--- src/rtl/irq_vector_regs.svh ---
// Purpose: constants for the interrupt vector and priority map
// Assumes: vectors are 24-bit program addresses
// Notes:   source index equals priority level
`ifndef IRQ_VECTOR_REGS_SVH
`define IRQ_VECTOR_REGS_SVH

`define IRQ_NUM_SOURCES   25
`define IRQ_VEC_RESET     24'h008000
`define IRQ_VEC_TRAP      24'h008004
`define IRQ_VEC_BASE      24'h008008
`define IRQ_VEC_STEP      24'h000004
// wake-capable sources: 1,3..7,8,10,19
`define IRQ_WAKE_MASK     25'h00805FA
`define IRQ_PRIO_IDLE     5'h1F

`endif

--- src/rtl/irq_vector_pkg.sv ---
// Purpose: types for the interrupt vector and priority map
// Assumes: nothing
// Notes:   kinds of vector fetch offered to the core
package irq_vector_pkg;
  typedef enum logic [1:0] {
    VEC_NONE  = 2'b00,
    VEC_RESET = 2'b01,
    VEC_TRAP  = 2'b10,
    VEC_IRQ   = 2'b11
  } vec_kind_t;
endpackage

--- src/rtl/interrupt_vector_priority_map.sv ---
// Purpose: maps reset, trap and 25 sources to vectors and wakeup
// Assumes: requests are levels synchronous to clk
// Notes:   one cycle from request to vector
//
// Contract
// - reset vector 0x008000, reset wakes from halt
// - trap vector 0x008004, no priority, no wakeup
// - top level external irq: priority 0, 0x008008
// - auto wakeup unit: priority 1, 0x00800C, wakes
// - clock controller: priority 2, 0x008010, no wake
// - ports A to E: priorities 3..7, wake
// - CAN receive: priority 8, 0x008028, wakes
// - CAN transmit/error/status: priority 9, no wake
// - SPI end of transfer: priority 10, wakes
// - timer one update: priority 11, no wake
// - timer one capture: priority 12, no wake
// - timer two: priorities 13 and 14, no wake
// - timer three: priorities 15 and 16, no wake
// - serial port: priorities 17 and 18, no wake
// - I2C: priority 19, 0x008054, wakes
// - lin capable port: priorities 20, 21, no wake
// - ADC end of conversion: priority 22, no wake
// - timer four update: priority 23, no wake
// - data EEPROM: priority 24, 0x008068
`include "irq_vector_regs.svh"
`timescale 1ns/100ps
`default_nettype none

module interrupt_vector_priority_map #(
  parameter int NSRC = `IRQ_NUM_SOURCES
) (
  // clock and reset
  input  wire logic              clk,
  input  wire logic              rst_b,
  // requests, bit index is the priority level
  input  wire logic [NSRC-1:0]   irqReq,
  input  wire logic [NSRC-1:0]   irqEnable,
  input  wire logic              trapReq,
  input  wire logic              halted,
  // to the core
  output logic                   vecValid,
  output logic [23:0]            vecAddr,
  output irq_vector_pkg::vec_kind_t vecKind,
  output logic [4:0]             vecPrio,
  output logic                   wakeup
);

  ////////////////////////////////////////////////////////////////////////
  logic rstSync1_q;
  logic rstSync2_q;

  always_ff @(posedge clk or negedge rst_b) begin
    if (!rst_b) begin
      rstSync1_q <= 1'b0;
      rstSync2_q <= 1'b0;
    end else begin
      rstSync1_q <= 1'b1;
      rstSync2_q <= rstSync1_q;
    end
  end

  ////////////////////////////////////////////////////////////////////////
  function automatic logic [23:0] vecOf(input logic [4:0] prio);
    vecOf = `IRQ_VEC_BASE + (24'(prio) << 2);
  endfunction

  localparam logic [NSRC-1:0] WAKE = NSRC'(`IRQ_WAKE_MASK);

  logic [NSRC-1:0] pend;
  logic            anyPend;
  logic [4:0]      winner;
  logic            resetPend_q;
  logic            resetPend_d;
  logic            vecValid_d;
  logic [23:0]     vecAddr_d;
  irq_vector_pkg::vec_kind_t vecKind_d;
  logic [4:0]      vecPrio_d;
  logic            wakeup_d;

  assign pend    = irqReq & irqEnable;
  assign anyPend = |pend;

  // fixed priority: lowest index wins
  always_comb begin
    winner = `IRQ_PRIO_IDLE;
    for (int i = NSRC - 1; i >= 0; i--) begin
      if (pend[i]) begin
        winner = 5'(i);
      end
    end
  end

  // reset vector is offered once after reset release
  always_comb begin
    resetPend_d = 1'b0;
    vecValid_d  = 1'b1;
    vecAddr_d   = 24'h000000;
    vecKind_d   = irq_vector_pkg::VEC_NONE;
    vecPrio_d   = `IRQ_PRIO_IDLE;
    wakeup_d    = 1'b0;
    if (resetPend_q) begin
      vecAddr_d = `IRQ_VEC_RESET;
      vecKind_d = irq_vector_pkg::VEC_RESET;
      wakeup_d  = halted;
    end else if (trapReq) begin
      vecAddr_d = `IRQ_VEC_TRAP;
      vecKind_d = irq_vector_pkg::VEC_TRAP;
    end else if (anyPend) begin
      vecAddr_d = vecOf(winner);
      vecKind_d = irq_vector_pkg::VEC_IRQ;
      vecPrio_d = winner;
    end else begin
      vecValid_d = 1'b0;
    end
    // wake test ignores arbitration: any wake source counts
    if (halted && |(pend & WAKE)) begin
      wakeup_d = 1'b1;
    end
  end

  always_ff @(posedge clk or negedge rstSync2_q) begin
    if (!rstSync2_q) begin
      resetPend_q <= 1'b1;
      vecValid    <= 1'b0;
      vecAddr     <= 24'h000000;
      vecKind     <= irq_vector_pkg::VEC_NONE;
      vecPrio     <= `IRQ_PRIO_IDLE;
      wakeup      <= 1'b0;
    end else begin
      resetPend_q <= resetPend_d;
      vecValid    <= vecValid_d;
      vecAddr     <= vecAddr_d;
      vecKind     <= vecKind_d;
      vecPrio     <= vecPrio_d;
      wakeup      <= wakeup_d;
    end
  end
endmodule

`default_nettype wire

--- config.mk ---
export PLATFORM = sky130hd
export DESIGN_NAME = interrupt_vector_priority_map
export DESIGN_NICKNAME = d
export VERILOG_FILES = /design/src/rtl/irq_vector_pkg.sv /design/src/rtl/interrupt_vector_priority_map.sv
export VERILOG_INCLUDE_DIRS = /design/src /design/src/rtl
export SDC_FILE = /design/constraint.sdc
export NUM_CORES = 1
export LEC_CHECK = 0
export ABC_AREA = 0
export BUFFER_PORTS_ARGS = -buffer_cell sky130_fd_sc_hd__buf_2
export CORE_MARGIN = 4
export CORE_UTILIZATION = 39
export CTS_BUF_LIST = sky130_fd_sc_hd__clkbuf_4 sky130_fd_sc_hd__clkbuf_8
export DETAILED_ROUTE_END_ITERATION = 12
export PLACE_DENSITY = 0.76
export SYNTH_ARGS = -nofsm -noshare
export SYNTH_HDL_FRONTEND = slang
export SYNTH_SLANG_ARGS = --single-unit
--- constraint.sdc ---
create_clock -name clk -period 0.9 [get_ports clk]
set_clock_uncertainty 0.2 [all_clocks]
set_input_delay 0.18 -clock clk [delete_from_list [all_inputs] [get_ports clk]]
set_output_delay 0.18 -clock clk [all_outputs]
set_load 0.02 [all_outputs]
Yosys cells after proc, flatten, opt, wreduce, memory -nomap -nowiden
Cells that the tools add are included.
{ "op_classes": {"n_addsub": 1, "mul": 0, "div": 0, "order_cmp": 0, "eq_ne": 0, "n_shift": 0, "muxes": 39, "bitwise_logic": 1, "n_reduce_logical": 3} }
{ "ops": {"columns": ["operator", "n"], "rows": [
  ["2-to-1 mux 5 bit", 27],
  ["2-to-1 mux 17 bit", 2],
  ["bitwise AND 25 bit", 1],
  ["OR reduction 25 bit", 1],
  ["2-to-1 mux 24 bit", 1],
  ["adder 16 x 7 -> 17 bit, first input constant", 1],
  ["OR reduction 9 bit", 1],
  ["2-to-1 mux 2 bit", 3],
  ["2-to-1 mux 1 bit", 5],
  ["2-to-1 mux 3 bit", 1],
  ["logical AND 1 bit", 1]
]} }
{ "totals": {"register_bits": 36, "latch_bits": 0, "ramBits": 0, "mem_bits_ro": 0, "inputBits": 54, "output_inout_bits": 33, "word_cells": 52, "mem_count": 0} }

Logic depth before layout (Yosys ltp)
{ "depth": {"word_depth": 30, "mapped_depth": 9, "mapped_depth_nobuf": 9} }

Worst setup path before layout
OpenSTA, ideal clock, no wires.
{ "synth_path": {"path_kind": "input to register", "start": "input irqReq[21]", "end": "register vecAddr[5]", "setup_ns": 0.120, "t_arrival_ns": 1.510, "required_ns": 0.580, "slack_ns": -0.930, "stages": 8, "path_buffers": 0, "path_cell_list": "a22o_1 o21bai_1 a21oi_1 o211ai_1 a31oi_1 ha_1 xor2_1 and2_2"} }
{ "synth_via": {"elab_chain_len": 27, "word_cells_on_any_way": 28, "classes_between": "add/sub (1); mux (25); bitwise (1); reduce/logical (1)"} }
{ "synth_rtl": {"columns": ["element", "line_no", "rtl"], "rows": [
  ["start: declaration", "interrupt_vector_priority_map.sv:36", "input wire logic [NSRC-1:0] irqReq,"],
  ["bitwise AND 25 bit (*)", "interrupt_vector_priority_map.sv:80", "assign pend = irqReq & irqEnable;"],
  ["2-to-1 mux 5 bit (22 in series)", "interrupt_vector_priority_map.sv:87", "if (pend[i]) begin"],
  ["adder 16 x 7 -> 17 bit (no source line)", null, null],
  ["2-to-1 mux 17 bit (*)", "interrupt_vector_priority_map.sv:108", "end else if (anyPend) begin"],
  ["2-to-1 mux 17 bit (*)", "interrupt_vector_priority_map.sv:105", "end else if (trapReq) begin"],
  ["2-to-1 mux 24 bit (*)", "interrupt_vector_priority_map.sv:101", "if (resetPend_q) begin"],
  ["net vecAddr_d[5]", "interrupt_vector_priority_map.sv:75", "logic [23:0] vecAddr_d;"],
  ["end signal: assignment", "interrupt_vector_priority_map.sv:132", "vecAddr <= vecAddr_d;"],
  ["end: declaration", "interrupt_vector_priority_map.sv:42", "output logic [23:0] vecAddr,"]
]} }
The timed path passes the listed nets; every way through them passes the cells marked *.

Worst setup path after layout
{ "layout_path": {"start": "input irqEnable[21]", "end": "register vecAddr[5]"} }
{ "layout_via": {"elab_chain_len": 27, "word_cells_on_any_way": 28, "classes_between": "add/sub (1); mux (25); bitwise (1); reduce/logical (1)"} }
{ "layout_rtl": {"columns": ["element", "line_no", "rtl"], "rows": [
  ["start: declaration", "interrupt_vector_priority_map.sv:37", "input wire logic [NSRC-1:0] irqEnable,"],
  ["bitwise AND 25 bit (*)", "interrupt_vector_priority_map.sv:80", null],
  ["2-to-1 mux 5 bit (22 in series)", "interrupt_vector_priority_map.sv:87", null],
  ["adder 16 x 7 -> 17 bit (no source line)", null, null],
  ["2-to-1 mux 17 bit (*)", "interrupt_vector_priority_map.sv:108", null],
  ["2-to-1 mux 17 bit (*)", "interrupt_vector_priority_map.sv:105", null],
  ["2-to-1 mux 24 bit (*)", "interrupt_vector_priority_map.sv:101", null],
  ["net vecAddr_d[5]", "interrupt_vector_priority_map.sv:75", null]
]} }
Marked as above.

==> flow_summary.toml <==
[floorplanning]
die-area_mm2 = 0.004263
core_region_area_mm2 = 0.003103
die_width_um = 65.29
start_util = 0.4125
fp-row-count = 20
ios = 87
fp.dieH_um = 65.29

[route]
wl_mm = 3.728
via_per_inst = 4.866
vias = 1421
first_pass_iters = 4
drc = 0
antenna_left = 0
drtIter0Drc = 30
wl_per_cell_um = 12.77

[grt]
grt_pass1_vias = 1452
grt_use_total = 0.1774
antenna_found_initial = 0
gr-total-overflow = 0
grt_pass1_wl_mm = 5.975
grt_max_degree = 18

[setup_path]
cp-end-kind = "flop"
worst_ep_arrival_time_ps = 1710
startpoint = "irqEnable[21]"
cp_slowest_cell = "a31oi_2"
slowest_delay_ps = 300
crit_type = "in -> reg"
start_kind = "input pin"
reg2reg_from = "resetPend_q$_DFF_PN1_"
worstPathMaxFanout = 3
required_ps = 930
crit_chain = "buf_6, a22o_4, o21bai_1, a21oi_1, o211ai_1, a31oi_2, ha_4, xor2_1, and2_4"

[timing]
worst_slack_ps = -777.1
fin_hold_ws_ps = -51.55
period_needed_ps = 1677
fmax_ghz = 0.5963
finalMaxSlewViolations = 0
finalSetupTns_ps = -14970
period_share = 1.863
hold_viol_final = 7
setup_viol = 32
rsz0062_at_grt = "yes"

[synthesis]
yosys_warnings = 0
ys_types = 41
synth.avg_cell_area_um2 = 9.481
synth_cells = 135
synth_ff_type = "dfrtp_1"
synth_edf_count = 0
async_flop_share = 1.000
synth_area_mm2 = 0.001280
synth_seq_area_share = 0.3773
synth_seq_cells = 19

[pwr]
p_comb_frac = 0.401
p_leak_nw = 1.092
intPower_mw = 1.528
vdd_drop_max_mv = 0.4247
p_seq_frac = 0.421
total_power_mw = 2.211
netSwitchingPower_mw = 0.6835
clock_power_share = 0.178
p_per_area_mw_per_mm2 = 998.4
switching_share = 0.3091

[job]
drv_cap = 0

[outcome]
run_status = "complete, but fails checks"
violations = "negative hold slack, negative setup slack"

[place]
gp_congestion = 0.8477
dp_cells = 282
port-buffer-count = 69
hpwl_mm = 3.158

[clocking]
cts-hold-fix-buffers = 1
clock-sinks = 19
cts_buffer_depth = 2
cts.clk_slew.worst_paths_ps = 100
cts_root_buffer = "clkbuf_4"
cts_buffers = 3
clock_latency_ps = 280
cts_tree = "done"
htreeDepth = 1

[finish]
fin_cells = 292
n_antenna_cell = 0
fin_util = 0.7137
drive_gt1_frac = 0.5645
syn_to_final_growth_pct = 73.02
fillerInstances = 253
nets = 304

[worst_hold_path]
hp-start = "halted"
hold_path.class = "in -> reg"
==> cell usage after synthesis, types with 2 or more instances <==
cell / instances / area share
nand2_1: 25 / 0.073
buf_4: 17 / 0.10
dfrtp_1: 13 / 0.25
a21oi_1: 7 / 0.027
a22o_1: 6 / 0.041
dfstp_2: 6 / 0.12
a22oi_1: 5 / 0.029
nor2_1: 4 / 0.012
a21boi_0: 3 / 0.018
a31oi_1: 3 / 0.015
and2_1: 3 / 0.015
o211ai_1: 3 / 0.018
o21ai_0: 3 / 0.012
a22oi_2: 2 / 0.020
a32o_1: 2 / 0.016
a32oi_1: 2 / 0.014
and2_2: 2 / 0.012
and4_1: 2 / 0.014
conb_1: 2 / 0.0059
nor2b_1: 2 / 0.0098
o21bai_1: 2 / 0.012
or2b_1: 2 / 0.012
==> cells by family (layout without fill, tap and decap cells) <==
kind of cell / after synthesis / count (layout) / share of synthesized area
other cells: 2 / 19 / 0.005867
buf+inv: 18 / 114 / 0.1026
compound gates: 47 / 47 / 0.3030
fa+ha+maj: 1 / 1 / 0.009774
simple gates: 47 / 47 / 0.1945
xor+xnor: 1 / 1 / 0.006844
flops: 19 / 19 / 0.3773
==> final cells by class <==
cell class	instances	area, µm²	area share
Inverter	1	3.754	0.001695
Sequential cell	19	483.0	0.2181
Clock buffer	3	22.52	0.01017
Tap cell	44	55.05	0.02486
Multi-Input combinational cell	115	815.8	0.3684
Clock inverter	1	5.005	0.002260
Timing Repair Buffer	109	829.5	0.3746
==> stage by stage <==
step / setup slack (ps) / area, µm²
after global placement: -1034 / 1909
after detailed placement: -1113 / 1909
after CTS: -794.4 / 2152
after floorplan: -863.6 / 1369
final: -777.1 / 2215
after global routing: -846.9 / 2215
==> path summary, 6_finish.rpt <==
path                       slack (ps)  cells after the start                    to
max                              -780                      9  vecAddr[5]$_DFF_PN0_
min                               -50                      2      wakeup$_DFF_PN0_
max reg2reg                      -350                      2  vecAddr[7]$_DFF_PN0_
min reg2reg                         0                      1    vecValid$_DFF_PN0_
max in group asynchronous         300                      1  vecPrio[1]$_DFF_PN1_
min in group asynchronous           0                      1    vecValid$_DFF_PN0_
==> critical path: cells and delay by family <==
family	cells	cell delay [ps]
AO/OA/AOI/OAI	5	970
adder cells (fa/ha/maj)	1	190
AND/OR/NAND/NOR	1	140
XOR/XNOR	1	130
buffers and inverters	1	100
==> layout by cell type, fill, tap and decap left out, types with 2 or more instances in the layout <==
cell type,synthesis,final
or2b_1,2,2
a21oi_1,7,5
a32oi_1,2,2
o21bai_1,2,2
nor3_4,0,2
a32o_1,2,2
clkbuf_4,0,3
nor2b_1,2,2
nand2_2,0,3
o21ai_0,3,2
buf_2,0,45
a22o_1,6,4
dfstp_2,6,6
o211ai_1,3,3
buf_6,0,29
a31oi_1,3,2
a22o_4,1,3
a22oi_2,2,3
and4_1,2,2
and2_1,3,3
dfrtp_1,13,13
nand2_1,25,22
nor2_1,4,4
a22oi_1,5,4
buf_4,17,33
conb_1,2,19
==> layer usage <==
layer,part of all wire,track usage
met1,0.38,0.1876
met2,0.52,0.3413
met3,0.084,0.03932
met4,0.018,0.05959
met5,0,0
==> registers in the layout (all words and copies together) (netlist names) <==
| name | flops |
|---|---|
| wakeup | 1 |
| resetPend_q | 1 |
| vecPrio | 5 |
| rstSync1_q | 1 |
| rstSync2_q | 1 |
| vecKind | 2 |
| vecAddr | 7 |
| vecValid | 1 |
==> power by group through the flow <==
stage / clock network (mW) / registers [mW] / logic (mW)
after global routing: 0.443 / 0.936 / 0.967
final: 0.393 / 0.931 / 0.888
after CTS: 0.411 / 0.930 / 0.857
after global placement: 0 / 0.937 / 0.750
after floorplan: 0 / 0.990 / 0.369
after detailed placement: 0 / 0.936 / 0.768
==> what timing repair did <==
item                                   4_1_cts  5_1_grt
setup endpoints to repair                   32       32
endpoints found under the hold margin        3        1
pin swaps                                   14       13
gates resized for setup                     50       11
buffers inserted                             4        2
(Power assumes the default switching activity.)
